==> config.mk <==
export PLATFORM = sky130hd
export DESIGN_NAME = adc_fast_detect_sync
export DESIGN_NICKNAME = d
export VERILOG_FILES = /design/src/rtl/threshold_detector.v /design/src/rtl/adc_fast_detect_sync.v
export VERILOG_INCLUDE_DIRS = /design/src /design/src/rtl
export SDC_FILE = /design/constraint.sdc
export NUM_CORES = 1
export LEC_CHECK = 0
export BUFFER_PORTS_ARGS = -buffer_cell sky130_fd_sc_hd__buf_4
export CAP_MARGIN = 25
export CORE_MARGIN = 8
export CORE_UTILIZATION = 50
export DETAILED_ROUTE_END_ITERATION = 8
export PLACE_DENSITY = 0.74
export SLEW_MARGIN = 20
export SYNTH_ARGS = -nofsm -noshare
export SYNTH_HDL_FRONTEND = slang
export SYNTH_SLANG_ARGS = --single-unit
==> constraint.sdc <==
create_clock -name clk_sys_in -period 3.2 [get_ports clk_sys_in]
set_input_delay 0.16 -clock clk_sys_in [delete_from_list [all_inputs] [get_ports clk_sys_in]]
set_output_delay 0.16 -clock clk_sys_in [all_outputs]
set_load 0.01 [all_outputs]
==> src/rtl/fast_detect_consts.vh <==
// Register indices, field positions, reset values and interrupt layout of the threshold alarm block
// Function
// - Alarm pin driven by detection only when enabled
// - Force bit set: pin takes force value
// - Force bit clear: pin follows detection
// - Compare magnitude with 13-bit split upper threshold
// - Compare magnitude with 13-bit split lower threshold
// - Dwell count below lower threshold clears pin
// - Next-sync bit clear: continuous monitor sync
// - Next-sync bit set: one edge, then clear
`ifndef FAST_DETECT_CONSTS_VH
`define FAST_DETECT_CONSTS_VH

// Register indices; byte address is four times the index
`define IDX_ALARM_CTRL 12'h245
`define IDX_UPPER_LOW 12'h247
`define IDX_UPPER_HIGH 12'h248
`define IDX_LOWER_LOW 12'h249
`define IDX_LOWER_HIGH 12'h24A
`define IDX_DWELL_LOW 12'h24B
`define IDX_DWELL_HIGH 12'h24C
`define IDX_SYNC_CTRL 12'h26F
`define IDX_IRQ_STATUS 12'h280
`define IDX_IRQ_ENABLE 12'h281
`define IDX_IRQ_CLEAR 12'h282

// Control field positions
`define CTRL_ENABLE_BIT 0
`define CTRL_FORCE_VAL_BIT 2
`define CTRL_FORCE_BIT 3
`define SYNC_ENABLE_BIT 0
`define SYNC_NEXT_BIT 1
`define THR_HIGH_W 5

// Interrupt status bits
`define IRQ_ALARM_RISE_BIT 0
`define IRQ_ALARM_FALL_BIT 1
`define IRQ_SYNC_BIT 2
`define IRQ_W 3

// Reset values
`define RST_CTRL 4'h0
`define RST_THRESHOLD 13'h0000
`define RST_DWELL 16'h0000
`define RST_SYNC 2'h0
`define RST_IRQ 3'h0

// AXI responses
`define RESP_OKAY 2'h0
`define RESP_SLVERR 2'h2

`endif

==> src/rtl/threshold_detector.v <==
// Upper/lower threshold comparison with dwell-timed release of the alarm
`timescale 1ns/1ps
module threshold_detector #(
   parameter MAG_W = 13,
   parameter DWELL_W = 16
) (
   input wire clk_sys_in,
   input wire rstn_in,
   input wire ce_in,
   input wire enable_in,
   input wire sample_valid_in,
   input wire [MAG_W-1:0] magnitude_in,
   input wire [MAG_W-1:0] upper_in,
   input wire [MAG_W-1:0] lower_in,
   input wire [DWELL_W-1:0] dwell_in,
   output wire alarm_out
);
   reg alarm_q;
   reg [DWELL_W-1:0] count_q;

   assign alarm_out = alarm_q;

   // Disabling detection drops the alarm and rearms the dwell counter
   always @(posedge clk_sys_in or negedge rstn_in) begin
      if (!rstn_in) begin
         alarm_q <= 1'b0;
         count_q <= {DWELL_W{1'b0}};
      end else if (ce_in) begin
         if (!enable_in) begin
            alarm_q <= 1'b0;
            count_q <= dwell_in;
         end else if (sample_valid_in) begin
            if (magnitude_in > upper_in) begin
               alarm_q <= 1'b1;
               count_q <= dwell_in;
            end else if (magnitude_in < lower_in) begin
               // Counter loaded with the dwell value counts down while below the lower threshold
               if (count_q == {DWELL_W{1'b0}}) begin
                  alarm_q <= 1'b0;
               end else begin
                  count_q <= count_q - {{(DWELL_W-1){1'b0}}, 1'b1};
               end
            end else begin
               count_q <= dwell_in;
            end
         end
      end
   end
endmodule

==> src/rtl/adc_fast_detect_sync.v <==
// Threshold alarm and signal-monitor sync control with AXI4-Lite registers and interrupt
`timescale 1ns/1ps
`include "fast_detect_consts.vh"
module adc_fast_detect_sync #(
   parameter ADDR_W = 14,
   parameter MAG_W = 13,
   parameter DWELL_W = 16
) (
   input wire clk_sys_in,
   input wire rstn_in,
   input wire ce_in,
   input wire [ADDR_W-1:0] s_axi_awaddr_in,
   input wire s_axi_awvalid_in,
   output wire s_axi_awready_out,
   input wire [31:0] s_axi_wdata_in,
   input wire [3:0] s_axi_wstrb_in,
   input wire s_axi_wvalid_in,
   output wire s_axi_wready_out,
   output wire [1:0] s_axi_bresp_out,
   output wire s_axi_bvalid_out,
   input wire s_axi_bready_in,
   input wire [ADDR_W-1:0] s_axi_araddr_in,
   input wire s_axi_arvalid_in,
   output wire s_axi_arready_out,
   output wire [31:0] s_axi_rdata_out,
   output wire [1:0] s_axi_rresp_out,
   output wire s_axi_rvalid_out,
   input wire s_axi_rready_in,
   input wire sample_valid_in,
   input wire [MAG_W-1:0] fine_magnitude_in,
   input wire sysref_in,
   output wire threshold_alarm_pin_out,
   output wire monitor_sync_out,
   output wire irq_out
);
   // Register index from a byte address, used by both read and write decode
   function [11:0] reg_index;
      input [ADDR_W-1:0] addr;
      begin
         reg_index = addr[13:2];
      end
   endfunction

   // Whether an index names a mapped register
   function is_mapped;
      input [11:0] idx;
      begin
         if (idx == `IDX_ALARM_CTRL) begin
            is_mapped = 1'b1;
         end else if ((idx >= `IDX_UPPER_LOW) && (idx <= `IDX_DWELL_HIGH)) begin
            is_mapped = 1'b1;
         end else if ((idx == `IDX_SYNC_CTRL) || (idx == `IDX_IRQ_STATUS)) begin
            is_mapped = 1'b1;
         end else if ((idx == `IDX_IRQ_ENABLE) || (idx == `IDX_IRQ_CLEAR)) begin
            is_mapped = 1'b1;
         end else begin
            is_mapped = 1'b0;
         end
      end
   endfunction

   reg [3:0] ctrl_q;
   reg [MAG_W-1:0] upper_q;
   reg [MAG_W-1:0] lower_q;
   reg [DWELL_W-1:0] dwell_q;
   reg [1:0] sync_q;
   reg [`IRQ_W-1:0] irq_status_q;
   reg [`IRQ_W-1:0] irq_status_d;
   reg [`IRQ_W-1:0] irq_enable_q;

   reg aw_have_q;
   reg w_have_q;
   reg [ADDR_W-1:0] awaddr_q;
   reg [7:0] wdata_q;
   reg wstrb0_q;
   reg bvalid_q;
   reg [1:0] bresp_q;
   reg rvalid_q;
   reg [31:0] rdata_q;
   reg [1:0] rresp_q;

   reg sysref_prev_q;
   reg sync_pulse_q;
   reg alarm_prev_q;

   wire do_write;
   wire [11:0] widx;
   wire [11:0] ridx;
   wire wr_lane;
   wire sysref_edge;
   wire sync_fire;
   wire alarm_raw;
   reg pin_level;
   wire alarm_rise;
   wire alarm_fall;

   // ---------------- AXI4-Lite write channel ----------------
   assign s_axi_awready_out = !aw_have_q && !bvalid_q;
   assign s_axi_wready_out = !w_have_q && !bvalid_q;
   assign s_axi_bvalid_out = bvalid_q;
   assign s_axi_bresp_out = bresp_q;
   assign do_write = aw_have_q && w_have_q && !bvalid_q;
   assign widx = reg_index(awaddr_q);
   // Only byte lane 0 carries register data; other lanes are ignored
   assign wr_lane = do_write && wstrb0_q;

   // Address and data are held apart, so either may arrive first; ce_in low freezes the handshake too
   always @(posedge clk_sys_in or negedge rstn_in) begin
      if (!rstn_in) begin
         aw_have_q <= 1'b0;
         w_have_q <= 1'b0;
         awaddr_q <= {ADDR_W{1'b0}};
         wdata_q <= 8'h00;
         wstrb0_q <= 1'b0;
         bvalid_q <= 1'b0;
         bresp_q <= `RESP_OKAY;
      end else if (ce_in) begin
         if (s_axi_awvalid_in && s_axi_awready_out) begin
            aw_have_q <= 1'b1;
            awaddr_q <= s_axi_awaddr_in;
         end
         if (s_axi_wvalid_in && s_axi_wready_out) begin
            w_have_q <= 1'b1;
            wdata_q <= s_axi_wdata_in[7:0];
            wstrb0_q <= s_axi_wstrb_in[0];
         end
         if (do_write) begin
            aw_have_q <= 1'b0;
            w_have_q <= 1'b0;
            bvalid_q <= 1'b1;
            bresp_q <= is_mapped(widx) ? `RESP_OKAY : `RESP_SLVERR;
         end else if (bvalid_q && s_axi_bready_in) begin
            bvalid_q <= 1'b0;
         end
      end
   end

   // ---------------- Configuration registers ----------------
   // Threshold halves land independently; set both before enabling detection
   always @(posedge clk_sys_in or negedge rstn_in) begin
      if (!rstn_in) begin
         ctrl_q <= `RST_CTRL;
         upper_q <= `RST_THRESHOLD;
         lower_q <= `RST_THRESHOLD;
         dwell_q <= `RST_DWELL;
         irq_enable_q <= `RST_IRQ;
      end else if (ce_in && wr_lane) begin
         if (widx == `IDX_ALARM_CTRL) begin
            ctrl_q <= {wdata_q[3:2], 1'b0, wdata_q[0]};
         end else if (widx == `IDX_UPPER_LOW) begin
            upper_q[7:0] <= wdata_q;
         end else if (widx == `IDX_UPPER_HIGH) begin
            upper_q[MAG_W-1:8] <= wdata_q[`THR_HIGH_W-1:0];
         end else if (widx == `IDX_LOWER_LOW) begin
            lower_q[7:0] <= wdata_q;
         end else if (widx == `IDX_LOWER_HIGH) begin
            lower_q[MAG_W-1:8] <= wdata_q[`THR_HIGH_W-1:0];
         end else if (widx == `IDX_DWELL_LOW) begin
            dwell_q[7:0] <= wdata_q;
         end else if (widx == `IDX_DWELL_HIGH) begin
            dwell_q[15:8] <= wdata_q;
         end else if (widx == `IDX_IRQ_ENABLE) begin
            irq_enable_q <= wdata_q[`IRQ_W-1:0];
         end
      end
   end

   // ---------------- Signal-monitor synchronization ----------------
   assign sysref_edge = sysref_in && !sysref_prev_q;
   // Continuous mode realigns on every edge; that only stays coherent if SYSREF divides evenly
   assign sync_fire = sysref_edge && sync_q[`SYNC_ENABLE_BIT];
   assign monitor_sync_out = sync_pulse_q;

   always @(posedge clk_sys_in or negedge rstn_in) begin
      if (!rstn_in) begin
         sync_q <= `RST_SYNC;
         sysref_prev_q <= 1'b0;
         sync_pulse_q <= 1'b0;
      end else if (ce_in) begin
         sysref_prev_q <= sysref_in;
         sync_pulse_q <= sync_fire;
         // A software write in the same cycle rearms, so it takes priority over the self-clear
         if (wr_lane && (widx == `IDX_SYNC_CTRL)) begin
            sync_q <= wdata_q[1:0];
         end else if (sync_fire && sync_q[`SYNC_NEXT_BIT]) begin
            sync_q[`SYNC_ENABLE_BIT] <= 1'b0;
         end
      end
   end

   // ---------------- Threshold detection and pin ----------------
   threshold_detector #(
      .MAG_W(MAG_W),
      .DWELL_W(DWELL_W)
   ) u_detector (
      .clk_sys_in(clk_sys_in),
      .rstn_in(rstn_in),
      .ce_in(ce_in),
      .enable_in(ctrl_q[`CTRL_ENABLE_BIT]),
      .sample_valid_in(sample_valid_in),
      .magnitude_in(fine_magnitude_in),
      .upper_in(upper_q),
      .lower_in(lower_q),
      .dwell_in(dwell_q),
      .alarm_out(alarm_raw)
   );

   // Force overrides everything, including a disabled detector
   always @* begin
      if (ctrl_q[`CTRL_FORCE_BIT]) begin
         pin_level = ctrl_q[`CTRL_FORCE_VAL_BIT];
      end else if (ctrl_q[`CTRL_ENABLE_BIT]) begin
         pin_level = alarm_raw;
      end else begin
         pin_level = 1'b0;
      end
   end
   assign threshold_alarm_pin_out = pin_level;

   // ---------------- Interrupts ----------------
   assign alarm_rise = pin_level && !alarm_prev_q;
   assign alarm_fall = !pin_level && alarm_prev_q;

   always @* begin
      irq_status_d = irq_status_q;
      if (wr_lane && (widx == `IDX_IRQ_CLEAR)) begin
         irq_status_d = irq_status_d & ~wdata_q[`IRQ_W-1:0];
      end
      // Events set after the clear so that a coinciding event is not lost
      if (alarm_rise) begin
         irq_status_d[`IRQ_ALARM_RISE_BIT] = 1'b1;
      end
      if (alarm_fall) begin
         irq_status_d[`IRQ_ALARM_FALL_BIT] = 1'b1;
      end
      if (sync_fire) begin
         irq_status_d[`IRQ_SYNC_BIT] = 1'b1;
      end
   end

   always @(posedge clk_sys_in or negedge rstn_in) begin
      if (!rstn_in) begin
         irq_status_q <= `RST_IRQ;
         alarm_prev_q <= 1'b0;
      end else if (ce_in) begin
         irq_status_q <= irq_status_d;
         alarm_prev_q <= pin_level;
      end
   end

   assign irq_out = |(irq_status_q & irq_enable_q);

   // ---------------- AXI4-Lite read channel ----------------
   assign s_axi_arready_out = !rvalid_q;
   assign s_axi_rvalid_out = rvalid_q;
   assign s_axi_rdata_out = rdata_q;
   assign s_axi_rresp_out = rresp_q;
   assign ridx = reg_index(s_axi_araddr_in);

   // Read data is registered at the address handshake and stands until rready
   always @(posedge clk_sys_in or negedge rstn_in) begin
      if (!rstn_in) begin
         rvalid_q <= 1'b0;
         rdata_q <= 32'h00000000;
         rresp_q <= `RESP_OKAY;
      end else if (ce_in) begin
         if (s_axi_arvalid_in && s_axi_arready_out) begin
            rvalid_q <= 1'b1;
            rresp_q <= is_mapped(ridx) ? `RESP_OKAY : `RESP_SLVERR;
            if (ridx == `IDX_ALARM_CTRL) begin
               rdata_q <= {28'h0000000, ctrl_q};
            end else if (ridx == `IDX_UPPER_LOW) begin
               rdata_q <= {24'h000000, upper_q[7:0]};
            end else if (ridx == `IDX_UPPER_HIGH) begin
               rdata_q <= {27'h0000000, upper_q[MAG_W-1:8]};
            end else if (ridx == `IDX_LOWER_LOW) begin
               rdata_q <= {24'h000000, lower_q[7:0]};
            end else if (ridx == `IDX_LOWER_HIGH) begin
               rdata_q <= {27'h0000000, lower_q[MAG_W-1:8]};
            end else if (ridx == `IDX_DWELL_LOW) begin
               rdata_q <= {24'h000000, dwell_q[7:0]};
            end else if (ridx == `IDX_DWELL_HIGH) begin
               rdata_q <= {24'h000000, dwell_q[15:8]};
            end else if (ridx == `IDX_SYNC_CTRL) begin
               rdata_q <= {30'h00000000, sync_q};
            end else if (ridx == `IDX_IRQ_STATUS) begin
               rdata_q <= {29'h00000000, irq_status_q};
            end else if (ridx == `IDX_IRQ_ENABLE) begin
               rdata_q <= {29'h00000000, irq_enable_q};
            end else if (ridx == `IDX_IRQ_CLEAR) begin
               // Clear register is write-only and reads as zero
               rdata_q <= 32'h00000000;
            end else begin
               rdata_q <= 32'h00000000;
            end
         end else if (rvalid_q && s_axi_rready_in) begin
            rvalid_q <= 1'b0;
         end
      end
   end
endmodule

==> out/qor.yml, run 1 <==
grt-ovfl-total: 0
vias: 4913
wire_per_inst_um: 18.6
yosys.area.top_type_share_pct: 43.3
syn_inst: 616
syn_area_per_cell_um2: 10.1
ys_seq_elements: 108
synth_cell_type_count: 65
post_cts_buffers: 0
fin_crit_sh_pct: 90.5
cts_tree: "yes"
yosys.area.top_type: "dfrtp_1"
fin_cells: 865
numPlacedInstances: 848
first_pass_iters: 5
netlist_top_cells_area: "dfrtp_1, mux2_2, ha_1, nand2_1, mux2i_1"
ir_worst_vdd_v: 0.000602
yosysMostFrequentCell: "dfrtp_1"
routed_wl_um: 16100
cts_resized: 0
drc: 0
core-area_um2: 12400
crit_fanout: 20
synthFlopType: "dfrtp_1"
synth_enable_flop_cells: 0
cts_buffers: 9
yosysWarnings: 0
finish.net_count: 802
async_flop_share_pct: 100
die_x_um: 128
io_pins: 131
antennaDiodeCount: 0
layout-drive-gt1-share_pct: 25.8
rsz0062_at_grt: "no"
finalHoldViolations: 0
fmax_mhz: 345
rows: 41
grt_pass1_wl_um: 25600
ys_seq_area_share_pct: 43.3
grt_usage_pct: 19.8
cts_max_path_buffers: 2
finalInstanceArea_um2: 7200
place.gp.congestion: 0.911
grt_max_degree: 51
arrival_ps: 3140
yosys-top-cells-count: "dfrtp_1, nand2_1, mux2_2"
min_period_ps: 2900
min_path_type: "input port to register"
chipHeight_um: 128
p_per_area_nw_per_um2: 509
max-cap-violations: 0
critPathKind: "register to register"
clock_skew_ps: 4.76
cts_sinks: 108
area_growth_pct: 15.3
startpoint_type: "register"
slew-limit-headroom_pct: 45.2
clockRootBuffer: "clkbuf_16"
clk_pin_slew_ps: 70
setup_violations: 0
syn_area_um2: 6250
io_buffer_count: 73
die-area_um2: 16300
h-tree-depth: 3
outcome: "complete, no violations"
initial_core_util_pct: 50.3
drt_iter0_markers: 414
p_leak_nw: 3.38
drtAntennaViolNets: 0
place_area_um2: 6910
end_kind: "register"
critPathRequiredTime_ps: 3440
via_per_inst: 5.68
fill_cells: 1081
drv_slew: 0
grt_pass1_vias: 4975
pre_cts_ws_ps: 322
tightest_slew_ps: 814
insertion_delay_ps: 350
timing.setup.tns_ps: 0
dp_hpwl_um: 12300
cts_hold_buf: 1
fin_ws_ps: 305
antenna_found_initial: 0
-- per-stage QoR --
step | hold slack [ps] | total power (W) | utilization (%)
after global placement | 387 | 0.00259 | 55.5
after global routing | 35.7 | 0.00384 | 58.0
after floorplan | -136 | 0.00232 | -
final | 34.2 | 0.00367 | 58.0
after detailed placement | 160 | 0.00264 | 55.7
after CTS | 26.8 | 0.00369 | 58.0
-- layer usage --
metal / global-route usage (%) / vias to the layer above / part of all wire (%)
met3: 2.41 / 12 / 5.6
met1: 26.0 / 2419 / 45
met2: 33.3 / 158 / 48
li1: - / 2324 / -
met4: 6.15 / 0 / 1.2
met5: 0 / - / 0
-- flip-flops by register name, summed over array words and instances, names as in the netlist, 2 cells and up --
register / count
s_axi_rdata_out: 8
irq_enable_q: 3
ctrl_q: 3
lower_q: 13
upper_q: 13
irq_status_q: 3
wdata_q: 8
sync_q: 2
awaddr_q: 12
u_detector.count_q: 16
dwell_q: 16
-- where the power goes --
group / total [W] / internal (W) / switching [W]
combinational: 0.000730 / 0.000378 / 0.000351
sequential: 0.00189 / 0.00157 / 0.000318
clock: 0.00105 / 0.000532 / 0.000520
-- cell families after synthesis --
logic type | synth area share, %
compound gates | 13.0
fa+ha+maj | 5.41
buf+inv | 6.97
flops | 43.3
mux | 14.9
other cells | 0.0600
simple gates | 16.4
-- final timing paths --
check,from,endpoint,slack [ps],depth (start not counted)
setup / recovery,upper_q[10],u_detector.count_q[4],300,9
hold / removal,s_axi_awaddr_in[4],awaddr_q[4],30,2
setup reg to reg,upper_q[10],u_detector.count_q[4],300,9
hold reg to reg,s_axi_rdata_out[6],s_axi_rdata_out[6],490,2
max in group asynchronous,rstn_in,upper_q[4],2260,3
min in group asynchronous,rstn_in,wdata_q[5],320,2
-- area by class of cell --
type | count | area, um2 | area share (%)
Sequential cell | 108 | 2700 | 37.5
Clock inverter | 7 | 52.6 | 0.730
Multi-Input combinational cell | 446 | 3210 | 44.6
Timing Repair Buffer | 83 | 646 | 8.97
Clock buffer | 9 | 225 | 3.13
Inverter | 40 | 150 | 2.09
Tap cell | 172 | 215 | 2.99
-- layout by cell type (no fill, tap or decap), types with 3 or more instances in the layout --
master,synthesis,layout
a31oi_1,3,3
or3_1,3,3
nand3b_1,4,4
a21oi_1,25,25
inv_1,40,40
nor2_1,32,32
nand2b_1,5,5
a211oi_1,4,4
and3_1,5,5
mux2_2,62,62
buf_4,26,81
o21a_1,5,5
clkinv_4,0,3
a21o_1,7,7
o21ai_0,37,37
or4_1,3,3
o22ai_1,3,3
conb_1,1,26
a222oi_1,3,3
clkbuf_16,0,9
and2_1,4,4
a221oi_1,4,4
nand3_1,8,8
or4b_4,3,3
nor3_1,12,12
mux2i_1,21,21
nand2_1,69,69
a22oi_1,12,12
dfrtp_1,108,108
o211ai_1,4,4
nor4_1,8,8
nand4_1,6,6
ha_1,27,27
nor4b_1,6,5
-- worst max-delay path, cell delays in order (launching register included) --
cell	delay [ps]
dfrtp_1	370
inv_1	70
ha_1	290
nand2_1	70
or4_1	540
o211ai_2	100
a22oi_1	150
or4b_4	720
and3_1	260
a211o_1	220
Note: power is estimated with default switching activity, not from simulation.
==> inputs of run 2 (changes only) <==
--- a/config.mk
+++ b/config.mk
@@ -6,13 +6,16 @@
 export SDC_FILE = /design/constraint.sdc
 export NUM_CORES = 1
 export LEC_CHECK = 0
+export ABC_AREA = 1
+export ABC_CLOCK_PERIOD_IN_PS = 3200
 export BUFFER_PORTS_ARGS = -buffer_cell sky130_fd_sc_hd__buf_4
 export CAP_MARGIN = 25
 export CORE_MARGIN = 8
 export CORE_UTILIZATION = 50
 export DETAILED_ROUTE_END_ITERATION = 8
-export PLACE_DENSITY = 0.74
+export PLACE_DENSITY = 0.73
 export SLEW_MARGIN = 20
 export SYNTH_ARGS = -nofsm -noshare
 export SYNTH_HDL_FRONTEND = slang
+export SYNTH_HIERARCHICAL = 1
 export SYNTH_SLANG_ARGS = --single-unit
==> run 2 against run 1 <==
  * Sequential share of layout area fell by 3.0 points
  * Core utilization rose by 0.79 points
  * Wire length rose by 6.7%
  * Cell area rose by 8.6%
  * Via count rose by 24%
  * Critical path depth rose by 5
  * Register-to-register slack improved by 510 ps
  * Sequential cell count did not move
  * Global-route usage rose by 0.052 points
  * Clock skew rose by 6.0 ps
  * Synthesized cell count rose by 52%
==> out/qor.yml, run 2 <==
outcome: "complete, no violations"
layout_commonest_cell: "nand2_1"
critPathRequiredTime_ps: 3500
io_pins: 131
rows: 42
yosys-top-cells-count: "nand2_1, dfrtp_1, inv_1"
core-area_um2: 13300
area_growth_pct: 14.1
die-area_um2: 17700
timing.setup.tns_ps: 0
end_kind: "register"
synthFlopType: "dfrtp_1"
clk_pin_slew_ps: 70
reg2reg_depth: 14
antenna_found_initial: 0
h-tree-depth: 3
synth_enable_flop_cells: 0
chipHeight_um: 133
r2r_setup_slack_ps: 810
arrival_ps: 2680
die_x_um: 133
routed_wl_um: 17100
fin_crit_sh_pct: 74.6
ys_seq_elements: 108
cts_resized: 0
finalHoldViolations: 0
yosys.area.top_type_share_pct: 39.4
cts_buffers: 9
clockRootBuffer: "clkbuf_16"
dp_hpwl_um: 13200
cpMostUsedCell: "nand2_1"
min_from: "s_axi_wdata_in[4]"
most-common-layout-cells: "nand2_1, dfrtp_1, inv_1, buf_4, nor2_1"
grt_pass1_wl_um: 28700
yosysMostFrequentCell: "nand2_1"
startpoint_type: "register"
clock_skew_ps: 10.8
first_pass_iters: 5
cts_tree: "yes"
pre_cts_ws_ps: 825
crit_slowest_cell: "dfrtp_1"
min_to: "wdata_q[4]"
tightest_slew_ps: 861
fin_cells: 1191
grt-ovfl-total: 0
drc: 0
finish.net_count: 1124
async_flop_share_pct: 100
cts_sinks: 108
p_leak_nw: 3.95
wire_per_inst_um: 14.4
crit_chain: "inv_1 > ha_1 > nand2_1 > nor2_1 > nand2_1 > nand3_1 > nand2_1 > nand2_1 > nand2_2 > nand3_2 > nand2_4 > inv_2 > nand2_1 > nand2_1"
syn_inst: 936
syn_area_per_cell_um2: 7.32
reg2reg_from: "upper_q[4]"
fin_ws_ps: 812
crit_fanout: 20
drv_slew: 0
grt_max_degree: 63
grt_pass1_vias: 6065
slowest_delay_ps: 400
holdWs_ps: 9.07
max-cap-violations: 0
yosysWarnings: 6
ir_worst_vdd_v: 0.000369
rsz0062_at_grt: "no"
min_path_type: "input port to register"
yosys.area.top_type: "dfrtp_1"
netlist_top_cells_area: "dfrtp_1, nand2_1, inv_1, ha_1, nor2_1"
drt_iter0_markers: 394
setup_violations: 0
cts_max_path_buffers: 2
worstSetupStartpoint: "upper_q[4]"
grt_usage_pct: 19.8
min_period_ps: 2390
initial_core_util_pct: 51.5
top_regs: "dwell_q x16, u_detector/count_q x16"
antennaDiodeCount: 0
vias: 6100
hold_depth: 3
via_per_inst: 5.12
ys_seq_area_share_pct: 39.4
crit_family: "simple AND/OR/NAND/NOR gates"
synth_cell_type_count: 42
p_per_area_nw_per_um2: 503
numPlacedInstances: 1164
io_buffer_count: 73
place.gp.congestion: 0.928
r2r_end: "u_detector/count_q[0]"
layout-drive-gt1-share_pct: 15.0
fmax_mhz: 419
slew-limit-headroom_pct: 42.6
critPathKind: "register to register"
drtAntennaViolNets: 0
syn_area_um2: 6850
timing.critical_path.buf_inv: 2
insertion_delay_ps: 360
-- run 2: changes by cell type after synthesis, moves of 11 or more --
cell     delta
nor2_1     +37
inv_1      +55
inv_2      +16
nand2_1   +235
mux2_2     -62
nand4_1    +31
o21ai_1    +40
mux2i_1    -21
a22oi_1    -11
nand3_1    +37
nor2_2     +11
-- run 2: where the power goes --
part	total (W)	switching, W	leakage, nW	internal [W]
registers	0.00172	0.000162	1.43	0.00156
logic	0.00108	0.000728	2.38	0.000349
clock network	0.00114	0.000509	0.142	0.000630
-- run 2: kinds of logic (layout without fill, tap and decap cells) --
family	after synthesis	in the layout	synth area share [%]
fa+ha+maj	27	27	4.93
xor+xnor	14	14	1.79
other cells	1	26	0.0547
compound gates	114	114	9.00
flops	108	108	39.4
simple gates	512	512	33.7
buf+inv	160	214	11.1
-- run 2: per-layer routing --
layer | global-route usage (%) | share of wire (%) | routed length, um
met2 | 32.1 | 46 | 7860
met1 | 25.2 | 46 | 7880
met5 | 0 | 0 | 0
met4 | 10.3 | 3.5 | 604
met3 | 3.07 | 4.5 | 778
-- run 2: tightest hold or removal path: stages --
cell and delay, ps:
buf_4 80, nand2_1 40, o21ai_0 50
-- run 2: final cells by class --
type	instances	area [um2]
timing repair buffer	86	686
inverter	112	420
clock buffer	11	243
sequential	108	2700
tap	176	220
fill	1262	5480
clock inverter	5	58.8
multi-input combinational	693	3480
-- run 2: through the flow --
step / total power [W] / instance area, um2 / utilization (%)
after global routing: 0.00416 / 7820 / 58.8
after global placement: 0.00278 / 7400 / 55.7
after floorplan: 0.00244 / 6950 / -
after CTS: 0.00396 / 7820 / 58.8
after detailed placement: 0.00280 / 7400 / 55.7
final: 0.00393 / 7820 / 58.8
-- run 2: worst max path at each step --
| stage | to | slack (ps) | cells after the start |
|---|---|---|---|
| global placement | u_detector/count_q[15] | 870 | 13 |
| floorplan | u_detector/count_q[8] | 1420 | 15 |
| finish | u_detector/count_q[0] | 810 | 14 |
| CTS | u_detector/count_q[0] | 810 | 13 |
| global route | u_detector/count_q[14] | 550 | 14 |
| detailed placement | u_detector/count_q[6] | 830 | 13 |
-- run 2: what timing repair did --
action / 4_1_cts / 5_1_grt
hold buffers: 11 / 0
endpoints found under the hold margin: 71 / 0
setup buffers: 0 / 0
